==> config.mk <==
export PLATFORM = sky130hd
export DESIGN_NAME = occ_top
export DESIGN_NICKNAME = d
export VERILOG_FILES = /design/src/common/occ_pkg.sv /design/src/verilog/occ_top.sv
export SDC_FILE = /design/constraint.sdc
export NUM_CORES = 1
export LEC_CHECK = 0
export ABC_AREA = 1
export BUFFER_PORTS_ARGS = -buffer_cell sky130_fd_sc_hd__buf_2
export CAP_MARGIN = 20
export CORE_UTILIZATION = 60
export CTS_BUF_LIST = sky130_fd_sc_hd__clkbuf_16
export DETAILED_ROUTE_END_ITERATION = 8
export GPL_TIMING_DRIVEN = 0
export PLACE_DENSITY = 0.91
export SYNTH_ARGS = -nofsm -noshare
export SYNTH_HDL_FRONTEND = slang
export SYNTH_SLANG_ARGS = --single-unit
==> constraint.sdc <==
create_clock -name sys_clk -period 3.02 [get_ports sys_clk]
set_input_delay 0.604 -clock sys_clk [delete_from_list [all_inputs] [get_ports sys_clk]]
set_output_delay 0.604 -clock sys_clk [all_outputs]
set_load 0.05 [all_outputs]
==> src/common/occ_pkg.sv <==
// oscillator control and calibration: offsets, field positions, reset values, counts
// assumes an 8-bit register port and byte-wide registers at the listed offsets
package occ_pkg;

  // ----------------------------------------
  // register offsets
  // ----------------------------------------
  localparam logic [7:0] OFS_CLOCK_STATUS = 8'h03;
  localparam logic [7:0] OFS_FAST_OSC_CONTROL = 8'h10;
  localparam logic [7:0] OFS_FAST_OSC_FINE_TRIM = 8'h11;
  localparam logic [7:0] OFS_FAST_OSC_TEMP_TRIM_LOCK = 8'h12;
  localparam logic [7:0] OFS_SLOW_OSC_CONTROL = 8'h18;
  localparam logic [7:0] OFS_CRYSTAL_OSC_CONTROL = 8'h1C;

  // ----------------------------------------
  // field positions
  // ----------------------------------------
  localparam int POS_KEEP_RUNNING = 1;
  localparam int POS_CRYSTAL_ENABLE = 0;
  localparam int POS_CRYSTAL_SOURCE_SEL = 2;
  localparam int POS_CRYSTAL_STARTUP_LO = 4;
  localparam int POS_CAL_LOCK = 7;
  localparam int POS_STABLE_CRYSTAL = 6;
  localparam int POS_STABLE_SLOW = 5;
  localparam int POS_STABLE_FAST = 4;

  // ----------------------------------------
  // reset values and counts
  // ----------------------------------------
  localparam logic [7:0] RST_CONTROL = 8'h00;
  localparam logic [16:0] FAST_GATE_CYC = 17'h00004;
  localparam logic [16:0] SLOW_GATE_CYC = 17'h00004;
  localparam logic [16:0] CRYSTAL_GATE_CYC = 17'h00002;
  localparam int NUM_OSC = 3;
  localparam int IDX_FAST = 0;
  localparam int IDX_SLOW = 1;
  localparam int IDX_CRYSTAL = 2;

  typedef enum logic [4:0] {
    OCC_OFF = 5'b00001,
    OCC_STARTUP = 5'b00010,
    OCC_READY = 5'b00100,
    OCC_GATE = 5'b01000,
    OCC_OPEN = 5'b10000
  } occ_state_t;

endpackage

==> src/verilog/occ_top.sv <==
// oscillator control: run enables, start-up counting, output gates, trims
// assumes oscillator clocks arrive as plain pins sampled on sys_clk (much faster),
// and request, standby and protection inputs come from logic on sys_clk
//
// Local design decision: the plain strobed port.
`timescale 1ns/100ps
module occ_top
  import occ_pkg::*;
#(
  parameter logic [16:0] XO_STARTUP_1K = 17'h00400,
  parameter logic [16:0] XO_STARTUP_16K = 17'h04000,
  parameter logic [16:0] XO_STARTUP_32K = 17'h08000,
  parameter logic [16:0] XO_STARTUP_64K = 17'h10000,
  parameter logic [16:0] FAST_ANALOG_STARTUP = 17'h00010,
  parameter logic [16:0] SLOW_ANALOG_STARTUP = 17'h00010,
  parameter logic [6:0] FACTORY_FINE_TRIM_A = 7'h40,
  parameter logic [6:0] FACTORY_FINE_TRIM_B = 7'h40,
  parameter logic [3:0] FACTORY_TEMP_SLOPE_A = 4'h8,
  parameter logic [3:0] FACTORY_TEMP_SLOPE_B = 4'h8
) (
  input wire logic sys_clk, // system clock, 250 MHz
  input wire logic rst_n, // asynchronous reset, active low
  input wire logic [7:0] reg_addr, // register offset
  input wire logic [7:0] reg_wdata, // write data
  input wire logic reg_wr, // write strobe
  input wire logic reg_rd, // read strobe
  output logic [7:0] reg_rdata, // read data, cycle after strobe
  input wire logic protect_unlock, // protection unlocked for this write
  input wire logic [1:0] fuse_frequency_select, // fuse frequency select
  input wire logic fuse_calibration_lock, // fuse calibration lock
  input wire logic fast_osc_clk, // fast internal oscillator pin
  input wire logic slow_osc_clk, // slow internal oscillator pin
  input wire logic crystal_clk, // crystal or external clock pin
  input wire logic fast_osc_req, // peripheral request, fast oscillator
  input wire logic slow_osc_req, // peripheral request, slow oscillator
  input wire logic crystal_req, // peripheral request, crystal
  output logic fast_osc_run, // fast oscillator analog enable
  output logic slow_osc_run, // slow oscillator analog enable
  output logic crystal_run, // crystal oscillator analog enable
  output logic fast_osc_gate, // fast oscillator output gate open
  output logic slow_osc_gate, // slow oscillator output gate open
  output logic crystal_gate, // crystal output gate open
  output logic crystal_pin_override, // both pins given to crystal function
  output logic [6:0] fast_osc_fine_trim_field, // fine trim to analog
  output logic [3:0] fast_osc_temp_slope_field // temperature slope to analog
);

  // ----------------------------------------
  // registers
  // ----------------------------------------
  logic fast_keep_running_in_standby;
  logic slow_keep_running_in_standby;
  logic crystal_enable;
  logic crystal_keep_running_in_standby;
  logic crystal_source_sel;
  logic [1:0] crystal_startup_select;
  logic cal_lock;
  logic fuse_loaded;
  logic [NUM_OSC-1:0] stable;
  logic crystal_stable_flag;

  // ----------------------------------------
  // write decode
  // ----------------------------------------
  wire logic wr_fast_ctl = reg_wr && protect_unlock && (reg_addr == OFS_FAST_OSC_CONTROL);
  wire logic wr_slow_ctl = reg_wr && protect_unlock && (reg_addr == OFS_SLOW_OSC_CONTROL);
  wire logic wr_xo_ctl = reg_wr && protect_unlock && (reg_addr == OFS_CRYSTAL_OSC_CONTROL);
  wire logic wr_fine = reg_wr && protect_unlock && !cal_lock && (reg_addr == OFS_FAST_OSC_FINE_TRIM);
  wire logic wr_temp = reg_wr && protect_unlock && !cal_lock && (reg_addr == OFS_FAST_OSC_TEMP_TRIM_LOCK);
  wire logic xo_fields_open = !crystal_enable && !crystal_stable_flag;
  wire logic fuse_pick_a = fuse_frequency_select[0];

  // ----------------------------------------
  // control registers
  // ----------------------------------------
  always_ff @(posedge sys_clk or negedge rst_n) begin
    if (!rst_n) begin
      fast_keep_running_in_standby <= 1'b0;
      slow_keep_running_in_standby <= 1'b0;
      crystal_enable <= RST_CONTROL[POS_CRYSTAL_ENABLE];
      crystal_keep_running_in_standby <= RST_CONTROL[POS_KEEP_RUNNING];
      crystal_source_sel <= RST_CONTROL[POS_CRYSTAL_SOURCE_SEL];
      crystal_startup_select <= RST_CONTROL[POS_CRYSTAL_STARTUP_LO+:2];
    end else begin
      if (wr_fast_ctl) begin
        fast_keep_running_in_standby <= reg_wdata[POS_KEEP_RUNNING];
      end
      if (wr_slow_ctl) begin
        slow_keep_running_in_standby <= reg_wdata[POS_KEEP_RUNNING];
      end
      if (wr_xo_ctl) begin
        crystal_enable <= reg_wdata[POS_CRYSTAL_ENABLE];
        crystal_keep_running_in_standby <= reg_wdata[POS_KEEP_RUNNING];
      end
      if (wr_xo_ctl && xo_fields_open) begin
        crystal_source_sel <= reg_wdata[POS_CRYSTAL_SOURCE_SEL];
        crystal_startup_select <= reg_wdata[POS_CRYSTAL_STARTUP_LO+:2];
      end
    end
  end

  // ----------------------------------------
  // calibration, loaded from the fuse
  // ----------------------------------------
  // fuse levels are caught by the first clock after release, never by the reset itself
  always_ff @(posedge sys_clk or negedge rst_n) begin
    if (!rst_n) begin
      fuse_loaded <= 1'b0;
      cal_lock <= 1'b0;
      fast_osc_fine_trim_field <= 7'h00;
      fast_osc_temp_slope_field <= 4'h0;
    end else if (!fuse_loaded) begin
      fuse_loaded <= 1'b1;
      cal_lock <= fuse_calibration_lock;
      fast_osc_fine_trim_field <= fuse_pick_a ? FACTORY_FINE_TRIM_A : FACTORY_FINE_TRIM_B;
      fast_osc_temp_slope_field <= fuse_pick_a ? FACTORY_TEMP_SLOPE_A : FACTORY_TEMP_SLOPE_B;
    end else begin
      if (wr_fine) begin
        fast_osc_fine_trim_field <= reg_wdata[6:0];
      end
      if (wr_temp) begin
        fast_osc_temp_slope_field <= reg_wdata[3:0];
      end
    end
  end

  // ----------------------------------------
  // run enables and start-up lengths
  // ----------------------------------------
  logic [NUM_OSC-1:0] osc_pin;
  logic [NUM_OSC-1:0] osc_req;
  logic [NUM_OSC-1:0] osc_on;
  logic [16:0] startup_len [NUM_OSC];
  logic [16:0] gate_len [NUM_OSC];
  logic [16:0] xo_startup;

  assign osc_pin = {crystal_clk, slow_osc_clk, fast_osc_clk};
  // requests to a disabled crystal are not served
  assign osc_req = {crystal_req && crystal_enable, slow_osc_req, fast_osc_req};

  assign osc_on[IDX_FAST] = fast_keep_running_in_standby || fast_osc_req;
  assign osc_on[IDX_SLOW] = slow_keep_running_in_standby || slow_osc_req;
  assign osc_on[IDX_CRYSTAL] = crystal_enable && (crystal_keep_running_in_standby || crystal_req);

  assign xo_startup = (crystal_startup_select == 2'h0) ? XO_STARTUP_1K :
                      (crystal_startup_select == 2'h1) ? XO_STARTUP_16K :
                      (crystal_startup_select == 2'h2) ? XO_STARTUP_32K : XO_STARTUP_64K;

  assign startup_len[IDX_FAST] = fast_keep_running_in_standby ? 17'h00000 : FAST_ANALOG_STARTUP;
  assign startup_len[IDX_SLOW] = slow_keep_running_in_standby ? 17'h00000 : SLOW_ANALOG_STARTUP;
  assign startup_len[IDX_CRYSTAL] = crystal_source_sel ? 17'h00000 : xo_startup;
  assign gate_len[IDX_FAST] = FAST_GATE_CYC;
  assign gate_len[IDX_SLOW] = SLOW_GATE_CYC;
  assign gate_len[IDX_CRYSTAL] = CRYSTAL_GATE_CYC;

  // ----------------------------------------
  // per-oscillator sequencer
  // ----------------------------------------
  // the oscillator pin is sampled, so each oscillator edge is seen a few sys_clk
  // later; this only holds while sys_clk is well above twice the oscillator rate
  genvar gi;
  generate
    for (gi = 0; gi < NUM_OSC; gi++) begin : g_osc
      logic [2:0] pin_sync;
      logic [16:0] cnt;
      occ_state_t state;
      occ_state_t next_state;
      logic [16:0] next_cnt;
      wire logic osc_edge = pin_sync[1] && !pin_sync[2];
      wire logic cnt_hit = (cnt + 17'h00001) >= startup_len[gi];
      wire logic gate_hit = (cnt + 17'h00001) >= gate_len[gi];

      always_ff @(posedge sys_clk or negedge rst_n) begin
        if (!rst_n) begin
          pin_sync <= 3'h0;
        end else begin
          pin_sync <= {pin_sync[1:0], osc_pin[gi]};
        end
      end

      always_comb begin
        next_state = state;
        next_cnt = cnt;
        case (state)
          OCC_OFF: begin
            next_cnt = 17'h00000;
            if (osc_on[gi]) begin
              next_state = (startup_len[gi] == 17'h00000) ? OCC_READY : OCC_STARTUP;
            end
          end
          OCC_STARTUP: begin
            if (startup_len[gi] == 17'h00000) begin
              next_state = OCC_READY;
            end else if (osc_edge) begin
              next_cnt = cnt + 17'h00001;
              if (cnt_hit) begin
                next_state = OCC_READY;
              end
            end
          end
          OCC_READY: begin
            next_cnt = 17'h00000;
            if (osc_req[gi]) begin
              next_state = OCC_GATE;
            end
          end
          OCC_GATE: begin
            if (!osc_req[gi]) begin
              next_state = OCC_READY;
            end else if (osc_edge) begin
              next_cnt = cnt + 17'h00001;
              if (gate_hit) begin
                next_state = OCC_OPEN;
              end
            end
          end
          OCC_OPEN: begin
            if (!osc_req[gi]) begin
              next_state = OCC_READY;
            end
          end
          default: begin
            next_state = OCC_OFF;
            next_cnt = 17'h00000;
          end
        endcase
        if (!osc_on[gi]) begin
          next_state = OCC_OFF;
          next_cnt = 17'h00000;
        end
      end

      always_ff @(posedge sys_clk or negedge rst_n) begin
        if (!rst_n) begin
          state <= OCC_OFF;
          cnt <= 17'h00000;
        end else begin
          state <= next_state;
          cnt <= next_cnt;
        end
      end

      assign stable[gi] = (state == OCC_OPEN);
    end
  endgenerate

  assign crystal_stable_flag = stable[IDX_CRYSTAL];

  // ----------------------------------------
  // outputs
  // ----------------------------------------
  always_ff @(posedge sys_clk or negedge rst_n) begin
    if (!rst_n) begin
      fast_osc_run <= 1'b0;
      slow_osc_run <= 1'b0;
      crystal_run <= 1'b0;
      fast_osc_gate <= 1'b0;
      slow_osc_gate <= 1'b0;
      crystal_gate <= 1'b0;
      crystal_pin_override <= 1'b0;
    end else begin
      fast_osc_run <= osc_on[IDX_FAST];
      slow_osc_run <= osc_on[IDX_SLOW];
      crystal_run <= osc_on[IDX_CRYSTAL];
      fast_osc_gate <= stable[IDX_FAST] && osc_req[IDX_FAST];
      slow_osc_gate <= stable[IDX_SLOW] && osc_req[IDX_SLOW];
      crystal_gate <= stable[IDX_CRYSTAL] && osc_req[IDX_CRYSTAL];
      crystal_pin_override <= crystal_enable;
    end
  end

  // ----------------------------------------
  // read path
  // ----------------------------------------
  logic [7:0] rd_mux;
  always_comb begin
    rd_mux = 8'h00;
    case (reg_addr)
      OFS_CLOCK_STATUS: begin
        rd_mux[POS_STABLE_CRYSTAL] = stable[IDX_CRYSTAL];
        rd_mux[POS_STABLE_SLOW] = stable[IDX_SLOW];
        rd_mux[POS_STABLE_FAST] = stable[IDX_FAST];
      end
      OFS_FAST_OSC_CONTROL: rd_mux[POS_KEEP_RUNNING] = fast_keep_running_in_standby;
      OFS_FAST_OSC_FINE_TRIM: rd_mux[6:0] = fast_osc_fine_trim_field;
      OFS_FAST_OSC_TEMP_TRIM_LOCK: begin
        rd_mux[POS_CAL_LOCK] = cal_lock;
        rd_mux[3:0] = fast_osc_temp_slope_field;
      end
      OFS_SLOW_OSC_CONTROL: rd_mux[POS_KEEP_RUNNING] = slow_keep_running_in_standby;
      OFS_CRYSTAL_OSC_CONTROL: begin
        rd_mux[POS_CRYSTAL_STARTUP_LO+:2] = crystal_startup_select;
        rd_mux[POS_CRYSTAL_SOURCE_SEL] = crystal_source_sel;
        rd_mux[POS_KEEP_RUNNING] = crystal_keep_running_in_standby;
        rd_mux[POS_CRYSTAL_ENABLE] = crystal_enable;
      end
      default: rd_mux = 8'h00;
    endcase
  end

  // read data stand only in the cycle after the strobe, zero otherwise
  always_ff @(posedge sys_clk or negedge rst_n) begin
    if (!rst_n) begin
      reg_rdata <= 8'h00;
    end else begin
      reg_rdata <= reg_rd ? rd_mux : 8'h00;
    end
  end

endmodule // occ_top

# Yosys cells after proc, flatten, opt, wreduce, memory -nomap -nowiden
# Index checks and enable logic that the tools add are counted.
word_totals:
  word_cells: 190
  reg_bits: 110
  mem_bits_ro: 0
  output_inout_bits: 26
  latchBits: 0
  input_bits: 30
  mem_bits_rw: 0
  n_memories: 0
classes:
  shifts: 0
  mul: 0
  eq_ne: 52
  n_mux: 66
  addsub: 3
  order_cmp: 6
  n_div: 0
  bitwise_logic: 0
  n_reduce_logical: 36
ops:
  columns: ["op", "count"]
  rows:
  - ["$mux 17", 16]
  - ["$pmux 17 s3", 3]
  - ["$mux 5", 29]
  - ["$pmux 5 s5", 3]
  - ["$add 17x1->17 const B", 3]
  - ["$logic_not 17->1", 3]
  - ["$ne 4x4->1 const B", 12]
  - ["$eq 8x5->1 const B", 5]
  - ["$ne 3x3->1 const B", 12]
  - ["$ge 17x3->1 const B", 2]
  - ["$ge 17x5->1", 2]
  - ["$reduce_and 6->1", 3]
  - ["$ge 17x17->1", 1]
  - ["$ge 17x2->1 const B", 1]
  - ["$logic_and 1x1->1", 17]
  - ["$eq 5x1->1 const B", 3]
  - ["$eq 5x2->1 const B", 3]
  - ["$eq 5x3->1 const B", 3]
  - ["$eq 5x4->1 const B", 3]
  - ["$eq 5x5->1 const B", 3]
  - ["$mux 7", 2]
  - ["$mux 3", 3]
  - ["$reduce_and 3->1", 3]
  - ["$eq 8x2->1 const B", 1]
  - ["other kinds (14)", 27]

# Depth between registers and ports, before layout
# Gate-level depths: netlist (run 1).
depth:
  word_depth: 11
  ltp_mapped: 21
  mapped_depth_nobuf: 20

# Worst setup path before layout (run 1)
# OpenSTA, ideal clock, no wires.
synth_timing:
  path_kind: "reg2reg"
  from: "register g_osc[2].cnt[0]"
  to: "register g_osc[2].state[3]"
  t_arrival_ns: 2.163
  n_path_buf: 1
  synth_period_minus_slack_ns: 2.276
  slack_ns: 0.744
  path_stages_with_launch: 21
  required_ns: 2.907
  setup_ns: 0.113
  cell_sequence: "dfrtp_1 -> ha_1 -> nand2_2 -> nor2_2 -> buf_6 -> nand2_2 -> xor2_1 -> ha_1 -> nand2_1 -> nor2_1 -> nand2_1 -> nor2_1 -> nand2_1 -> nand3_1 -> nand2_1 -> nand2_1 -> nand2_1 -> nand2_2 -> nand3_1 -> nand2_1 -> inv_1"
synth_between:
  elab_chain_len: 4
  word_cells_on_any_way: 6
  cone_classes: "add/sub (1); order compare (2); eq/ne (2); reduce/logical (1)"
synth_lines:
  columns: ["element", "line_no", "rtl"]
  rows:
  - ["from (decl)", "occ_top.sv:165", "logic [16:0] cnt;"]
  - ["from (signal assigned)", "occ_top.sv:239", "cnt <= next_cnt;"]
  - ["$add 17x1->17 *", "occ_top.sv:170, occ_top.sv:171", null]
  - ["$ge 17x17->1 or $ge 17x2->1 (tied branches)", "occ_top.sv:170, occ_top.sv:171", null]
  - ["$ne 4x4->1 (no source line)", null, null]
  - ["$reduce_and 6->1 (no source line) *", null, null]
  - ["to (signal assigned)", "occ_top.sv:238", "state <= next_state;"]
  - ["to (decl)", "occ_top.sv:166", "occ_state_t state;"]
# Mark *: on every way between the ends. The rest lies on a longest branch, timed or not.
# A chain may end at the register's enable or synchronous reset.

# Worst setup path in the final report (run 1)
layout_timing:
  from: "register g_osc[2].cnt[0]"
  to: "register g_osc[2].state[2]"
# Same word-level chain as after synthesis.

==> results of run 1 <==
cells in the final DEF, fill, tap and decap left out, types with 4 or more instances in the layout:
master,synthesis,final
a21oi_1,7,7
a31oi_1,4,4
buf_2,4,55
buf_4,3,4
clkbuf_16,0,9
dfrtp_1,107,107
ha_1,6,6
inv_1,122,122
inv_2,5,5
nand2_1,195,195
nand2_2,11,11
nand3_1,68,68
nand3_2,5,5
nand4_1,26,26
nor2_1,83,83
nor2_2,10,10
nor2_4,4,4
nor3_1,16,16
nor4_1,4,4
o21ai_0,37,37
o21ai_1,16,16
o22ai_1,22,22
o31ai_1,8,8
xor2_1,23,23
critical path: stages, from the launching register on:
cell	delay [ns]
dfrtp_1	0.48
ha_1	0.23
nand2_2	0.09
nor2_2	0.16
buf_6	0.16
nand2_2	0.06
xor2_1	0.19
ha_1	0.32
nand2_1	0.05
nor2_1	0.09
nand2_1	0.05
nor2_1	0.08
nand2_1	0.07
nand3_1	0.09
nand2_1	0.05
nand2_1	0.05
nand2_1	0.06
nand2_2	0.10
nand3_2	0.08
o21ai_1	0.17
power groups by stage:
stage / Clock [W] / Combinational, W / Sequential (W)
after global routing: 0.00130 / 0.000619 / 0.00164
final: 0.00123 / 0.000561 / 0.00163
after detailed placement: 0 / 0.000541 / 0.00165
after CTS: 0.00125 / 0.000554 / 0.00163
after global placement: 0 / 0.000513 / 0.00165
after floorplan: 0 / 0.000343 / 0.00167
sequential cells by signal, indices dropped and copies added, names as in the netlist, 2 cells and up:
signal and count:
crystal_startup_select 2, g_osc.pin_sync 9, g_osc.cnt 51, fast_osc_fine_trim_field 7
g_osc.state 15, fast_osc_temp_slope_field 4, reg_rdata 8
layout make-up:
cell class              instances  area share, %
multi-input cells             573           41.9
clock buffers                   9           3.21
well taps                     133           2.37
flip-flops and latches        110           39.3
repair buffers                 53           4.14
inverters                     128           6.85
plain buffers                   9          0.821
clock inverters                 7           1.36
per-layer routing:
layer,vias up,wire length [um],track usage [%]
met5,-,0,0
met4,0,317,9.08
met3,43,768,5.33
met2,193,7430,48.5
met1,2701,6150,36.3
li1,2810,-,-
Yosys cell counts, drive strengths merged (2+ instances only):
library cell	count	area, um2
nor4	6	50.0
nor2	97	419
nand3	73	390
nor3	21	143
inv	127	477
nand4	26	163
ha	6	75.1
o22ai	22	138
nand2	206	801
or2	2	12.5
dfrtp	107	2680
o211ai	2	15.0
o21ai	54	274
a221oi	2	17.5
o31ai	8	60.1
mux2	3	33.8
and2	2	12.5
a21oi	8	51.3
xnor2	2	17.5
a31oi	4	25.0
buf	8	53.8
xor2	23	201
dfstp	3	78.8
logic make-up after synthesis:
group,after synthesis,share of synthesized area [%]
multiplexers,3,0.542
AO/OA/AOI/OAI,103,9.71
buffers and inverters,137,8.63
AND/OR/NAND/NOR,435,32.1
flip-flops,110,44.2
XOR/XNOR,25,3.51
other,1,0.0601
adder cells (fa/ha/maj),6,1.20
final timing paths:
path                                 startpoint                   end  slack (ns)  cells past startpoint
setup / recovery                g_osc[2].cnt[0]     g_osc[2].state[2]        0.30                     19
hold / removal                            rst_n       g_osc[1].cnt[6]        0.26                      1
setup reg to reg                g_osc[2].cnt[0]     g_osc[2].state[2]        0.30                     19
hold reg to reg            g_osc[0].pin_sync[0]  g_osc[0].pin_sync[1]        0.36                      0
max in group asynchronous                 rst_n     g_osc[2].state[0]        1.99                      2
min in group sys_clk                crystal_clk  g_osc[2].pin_sync[0]        0.34                      1
metrics by stage:
stage | hold WS [ns] | setup WS (ns) | cell area (um2)
final | 0.262 | 0.304 | 7010
after global routing | 0.324 | 0.103 | 7010
after CTS | 0.289 | 0.344 | 7010
after detailed placement | 0.347 | 0.386 | 6690
after global placement | 0.338 | 0.151 | 6660
after floorplan | 0.308 | 0.744 | 6240
==> results.yml, run 1 <==
status:
  outcome: "completed"
synthesis:
  synth.net_count: 856
  async_reset_ff_share_pct: 100
  avgSynthCellArea_um2: 7.60
  ys_warn_count: 0
  ys.flop_type: "dfrtp_1"
  synth-edff-count: 0
  yosysSeqAreaShare_pct: 44.2
  syn_area_mm2: 0.00624
  synth_cell_types: 45
  synth.ff_latch_count: 110
  syn-instance-count: 820
drt:
  dr.pass1.iters: 5
  wl_per_cell_um: 14.3
  via_per_inst: 5.62
  drtAntennaViolNets: 0
  vias: 5747
  drt_iter0_drc: 368
  routed_wl_um: 14700
  drc_errors: 0
timing:
  worstMarginPinSlew_ns: 0.699
  slew_viol_final: 0
  hold_viol: 0
  tns_ns: 0
  slew-limit-headroom_pct: 52.9
  fin_crit_ns: 2.72
  setup_viol: 0
  rsz0062_at_grt: "no"
  post-route-period-util_pct: 89.9
  fmax_mhz: 368
  skew_ns: 0.0179
clock_tree:
  postCtsSetupRepairBufs: 0
  clockBufferDepth: 2
  clk_pin_slew_ns: 0.08
  htree_levels: 3
  root_buffer: "clkbuf_16"
  ctsResizeCount: 0
  tritoncts: "built"
  hold_buffers: 0
  cts.sinks: 110
  numCtsBuffers: 9
  clock_latency_ns: 0.36
finish:
  regArea_mm2: 0.00276
  stdcell_count: 1022
  layout-area-overhead-vs-synth_pct: 12.5
  drive_above_1_share_pct: 14.5
  nFillCells: 778
  diodes: 0
  final_util_pct: 70.8
  nets: 920
  multiInputGateArea_mm2: 0.00294
setup_path:
  cp_max_fo: 10
  end_kind: "flop"
  worstPathArrival_ns: 2.99
  worstSetupStartpointType: "flop"
  required_ns: 3.29
  crit_type: "flop to flop"
floorplanning:
  die_area_mm2: 0.0108
  core-area_mm2: 0.00991
  start_util_pct: 62.9
  die_h_um: 104
  die_w_um: 104
  rows: 36
  pin_count: 56
global_route:
  grt_pass1_vias: 5566
  grt_remaining_overflow: 0
  grt_max_degree: 60
  antenna_found_initial: 0
  grt_pass1_wl_um: 25000
  grtUsageTotal_pct: 28.3
pwr:
  seqPwrFrac_pct: 47.6
  internal_power_w: 0.00233
  pwr-share-comb_pct: 16.4
  p_clk_share_pct: 36.1
  power_density_mw_per_mm2: 488
  p_sw_share_pct: 32.0
  p_total_w: 0.00342
  ir_drop_v: 0.000402
  switchingPower_w: 0.00109
  p_leak_nw: 3.39
placement:
  place_inst: 1006
  hpwl_um: 10600
  gp_congestion: 0.903
  port_buffers: 52
min_path:
  hp-class: "primary input to asynchronous set/reset pin"
flow_run:
  drv_cap: 0
Note: power is estimated with default switching activity, not from simulation.
==> run 2, diff against run 1 <==
--- a/config.mk
+++ b/config.mk
@@ -10,8 +10,10 @@
 export CAP_MARGIN = 20
 export CORE_UTILIZATION = 60
 export CTS_BUF_LIST = sky130_fd_sc_hd__clkbuf_16
+export CTS_CLUSTER_DIAMETER = 120
 export DETAILED_ROUTE_END_ITERATION = 8
 export GPL_TIMING_DRIVEN = 0
+export MAX_ROUTING_LAYER = met4
 export PLACE_DENSITY = 0.91
 export SYNTH_ARGS = -nofsm -noshare
 export SYNTH_HDL_FRONTEND = slang
==> results.yml, run 2 (same netlist as run 1, synthesis figures left out) <==
clock_tree:
  htree_levels: 3
  clk_pin_slew_ns: 0.08
  numCtsBuffers: 9
  ctsResizeCount: 0
  postCtsSetupRepairBufs: 0
  hold_buffers: 0
  cts.sinks: 110
  root_buffer: "clkbuf_16"
  tritoncts: "built"
  clockBufferDepth: 2
  clock_latency_ns: 0.36
finish:
  regArea_mm2: 0.00276
  largest_reg_flops: 51
  drive_above_1_share_pct: 14.5
  diodes: 0
  mostFrequentLayoutCell: "nand2_1"
  layout-area-overhead-vs-synth_pct: 12.5
  reg_top3: "g_osc.cnt (51), g_osc.state (15), g_osc.pin_sync (9)"
  nets: 920
  design_area_mm2: 0.00701
  nFillCells: 778
  final_cell_mix: "nand2_1, inv_1, dfrtp_1, nor2_1, nand3_1"
  largest_register: "g_osc.cnt"
  multiInputGateArea_mm2: 0.00294
min_path:
  hp-class: "primary input to asynchronous set/reset pin"
pwr:
  ir_drop_v: 0.000402
  power_density_mw_per_mm2: 488
  p_total_w: 0.00342
  p_leak_nw: 3.39
global_route:
  grt_pass1_vias: 5563
  grt_remaining_overflow: 0
  antenna_found_initial: 0
  grt_pass1_wl_um: 25100
  grt_max_degree: 60
  grtUsageTotal_pct: 29.2
setup_path:
  crit_path_cell_trace: "ha_1, nand2_2, nor2_2, buf_6, nand2_2, xor2_1, ha_1, nand2_1, nor2_1, nand2_1, nor2_1, nand2_1, nand3_1, nand2_1, nand2_1, nand2_1, nand2_2, nand3_2, o21ai_1"
  cp-startpoint: "g_osc[2].cnt[0]"
  worstPathArrival_ns: 2.97
  cp_max_fo: 10
  worst-path-stages: 19
  reg2reg_to: "g_osc[2].state[2]"
  cp_slowest_stage_delay_ns: 0.48
  reg2reg_slack_ns: 0.31
  path_buf_inv: 1
  worstSetupStartpointType: "flop"
  crit_type: "flop to flop"
  r2r_cells: 19
  end_kind: "flop"
  crit_path_top_delay_cell: "dfrtp_1"
  required_ns: 3.29
  endpoint: "g_osc[2].state[2]"
  crit_top_cell: "nand2_1"
  reg2reg_from: "g_osc[2].cnt[0]"
  critical-path-top-delay-family: "simple AND/OR/NAND/NOR gates"
drt:
  wl_per_cell_um: 14.3
  drt_iter0_drc: 418
  drc_errors: 0
  vias: 5727
  routed_wl_um: 14700
  drtAntennaViolNets: 0
  dr.pass1.iters: 6
  via_per_inst: 5.60
floorplanning:
  rows: 36
  start_util_pct: 62.9
  core-area_mm2: 0.00991
  pin_count: 56
  die_w_um: 104
  die_area_mm2: 0.0108
  die_h_um: 104
timing:
  post-route-period-util_pct: 89.6
  skew_ns: 0.0139
  hold_slack_ns: 0.261
  fin_crit_ns: 2.71
  fmax_mhz: 370
  setup_viol: 0
  setup_slack_ns: 0.315
  worstMarginPinSlew_ns: 0.716
  slew_viol_final: 0
  tns_ns: 0
  rsz0062_at_grt: "no"
  slew-limit-headroom_pct: 51.8
  hold_viol: 0
placement:
  place_ws_ns: 0.386
  postPlaceCellArea_mm2: 0.00669
  gp_congestion: 0.918
  port_buffers: 52
  hpwl_um: 10600
flow_run:
  drv_cap: 0
status:
  outcome: "completed"
## run 2: cell counts in the layout (fill, tap and decap cells not counted)
No cell type changed its count.
## run 2: worst min path at each step
stage / slack (ns) / endpoint
4_1_cts: 0.29 / g_osc[1].cnt[6]
2_1_floorplan: 0.31 / cal_lock
3_5_place_dp: 0.35 / g_osc[0].pin_sync[1]
5_1_grt: 0.33 / g_osc[1].cnt[6]
3_3_place_gp: 0.34 / g_osc[1].pin_sync[1]
6_report: 0.26 / g_osc[1].cnt[6]
## run 2: cell type report
cell class / count / area share (%)
multi-input combinational: 573 / 41.9
sequential: 110 / 39.3
inverter: 128 / 6.85
timing repair buffer: 53 / 4.14
clock buffer: 9 / 3.21
tap: 133 / 2.37
clock inverter: 7 / 1.36
buffer: 9 / 0.821
## run 2: layer usage
metal,GRT usage [%],part of all wire (%)
met5,-,0
met4,9.08,2.0
met3,5.14,5.3
met2,48.4,50
met1,36.6,42
## run 2: where the power goes
part	switching [W]	total, W	internal [W]	leakage, nW
logic	0.000403	0.000562	0.000159	1.78
registers	0.0000635	0.00163	0.00156	1.46
clock network	0.000627	0.00123	0.000604	0.151
## run 2: per-stage QoR
step / std cells / utilization, %
2_1_floorplan: 820 / -
3_3_place_gp: 1005 / 67.2
3_5_place_dp: 1006 / 67.5
4_1_cts: 1022 / 70.8
5_1_grt: 1022 / 70.8
6_report: 1022 / 70.8
==> run 3, diff against run 2 <==
--- a/config.mk
+++ b/config.mk
@@ -6,7 +6,7 @@
 export NUM_CORES = 1
 export LEC_CHECK = 0
 export ABC_AREA = 1
-export BUFFER_PORTS_ARGS = -buffer_cell sky130_fd_sc_hd__buf_2
+export BUFFER_PORTS_ARGS = -buffer_cell sky130_fd_sc_hd__clkbuf_2
 export CAP_MARGIN = 20
 export CORE_UTILIZATION = 60
 export CTS_BUF_LIST = sky130_fd_sc_hd__clkbuf_16
==> results.yml, run 3 (same netlist as run 1, synthesis figures left out) <==
floorplanning:
  die_h_um: 104
  start_util_pct: 62.9
  die_w_um: 104
  core-area_mm2: 0.00991
  pin_count: 56
  die_area_mm2: 0.0108
  rows: 36
setup_path:
  cp_max_fo: 10
  crit_path_cell_trace: "ha_1, nand2_2, nor2_2, buf_6, nand2_2, xor2_1, ha_1, nand2_1, nor2_1, nand2_1, nor2_1, nand2_1, nand3_1, nand2_1, nand2_1, nand2_1, nand2_2, nand3_2, nand2_1, nand2_1, inv_1"
  crit_type: "flop to flop"
  crit_path_top_delay_cell: "dfrtp_1"
  worstPathArrival_ns: 2.92
  cp_slowest_stage_delay_ns: 0.46
  crit_top_cell: "nand2_1"
  worstSetupStartpointType: "flop"
  required_ns: 3.27
  end_kind: "flop"
timing:
  fin_crit_ns: 2.66
  setup_viol: 0
  skew_ns: 0.0134
  slew-limit-headroom_pct: 43.1
  worstMarginPinSlew_ns: 0.853
  hold_viol: 0
  post-route-period-util_pct: 88.1
  rsz0062_at_grt: "no"
  fmax_mhz: 376
  tns_ns: 0
  slew_viol_final: 0
placement:
  hpwl_um: 10500
  port_buffers: 52
  gp_congestion: 0.929
drt:
  vias: 5728
  drc_errors: 0
  drt_iter0_drc: 376
  routed_wl_um: 14400
  wl_per_cell_um: 14.1
  drtAntennaViolNets: 0
  dr.pass1.iters: 5
  via_per_inst: 5.61
pwr:
  p_leak_nw: 3.38
  ir_drop_v: 0.000355
  power_density_mw_per_mm2: 494
  p_total_w: 0.00346
status:
  outcome: "completed"
global_route:
  antenna_found_initial: 0
  grt_max_degree: 111
  grtUsageTotal_pct: 28.9
  grt_pass1_wl_um: 24800
  grt_remaining_overflow: 0
  grt_pass1_vias: 5438
clock_tree:
  clk_pin_slew_ns: 0.08
  tritoncts: "built"
  hold_buffers: 0
  clockBufferDepth: 2
  ctsResizeCount: 0
  numCtsBuffers: 9
  clock_latency_ns: 0.36
  cts.sinks: 110
  root_buffer: "clkbuf_16"
  htree_levels: 3
  postCtsSetupRepairBufs: 0
finish:
  largest_reg_flops: 51
  nets: 919
  drive_above_1_share_pct: 14.4
  final_cell_mix: "nand2_1, inv_1, dfrtp_1, nor2_1, nand3_1"
  diodes: 0
  mostFrequentLayoutCell: "nand2_1"
  layout-area-overhead-vs-synth_pct: 12.2
  reg_top3: "g_osc.cnt (51), g_osc.state (15), g_osc.pin_sync (9)"
  largest_register: "g_osc.cnt"
min_path:
  hp-class: "primary input to asynchronous set/reset pin"
flow_run:
  drv_cap: 0
run 3: final timing paths:
kind / startpoint / to / slack [ns] / depth (start not counted)
min in group sys_clk: crystal_clk / g_osc[2].pin_sync[0] / 0.34 / 1
min: rst_n / g_osc[1].cnt[6] / 0.34 / 1
max reg2reg: g_osc[2].cnt[0] / g_osc[2].state[3] / 0.36 / 21
min reg2reg: g_osc[0].pin_sync[0] / g_osc[0].pin_sync[1] / 0.37 / 0
max: g_osc[2].cnt[0] / g_osc[2].state[3] / 0.36 / 21
max in group asynchronous: rst_n / g_osc[2].cnt[15] / 2.08 / 1
run 3: report_power, final:
| group | internal (W) | switching, W |
|---|---|---|
| logic | 0.000156 | 0.000398 |
| registers | 0.00156 | 0.0000641 |
| clock network | 0.000673 | 0.000601 |
run 3: cell type report:
| class | count | area (um2) |
|---|---|---|
| plain buffers | 9 | 57.6 |
| clock buffers | 9 | 225 |
| clock inverters | 7 | 97.6 |
| fillers | 763 | 2920 |
| inverters | 128 | 480 |
| multi-input cells | 573 | 2940 |
| flip-flops and latches | 110 | 2760 |
| well taps | 133 | 166 |
| repair buffers | 52 | 269 |
run 3: metrics by stage:
stage,setup slack (ns),area [um2],hold slack (ns),utilization (%),cells
after detailed placement,0.395,6670,0.346,67.3,1005
after global routing,0.0991,6990,0.345,70.6,1021
after floorplan,0.744,6240,0.308,-,820
after CTS,0.375,6990,0.343,70.6,1021
after global placement,-0.131,6660,0.339,67.2,1005
final,0.358,6990,0.342,70.6,1021
run 3: critical path, delay by kind of cell, from the launching register on:
kind | cells | cell delay, ns
fa+ha+maj | 2 | 0.53
simple gates | 16 | 1.09
buf+inv | 2 | 0.18
flops | 1 | 0.46
xor+xnor | 1 | 0.30
run 3: routing by layer:
layer  track usage (%)  share of wire [%]  vias to the layer above
li1                  -                  -                     2810
met1              36.5                 43                     2705
met2              47.6                 50                      186
met3              4.26                4.9                       27
met4              10.0                2.0                        0
met5                 -                  0                        -
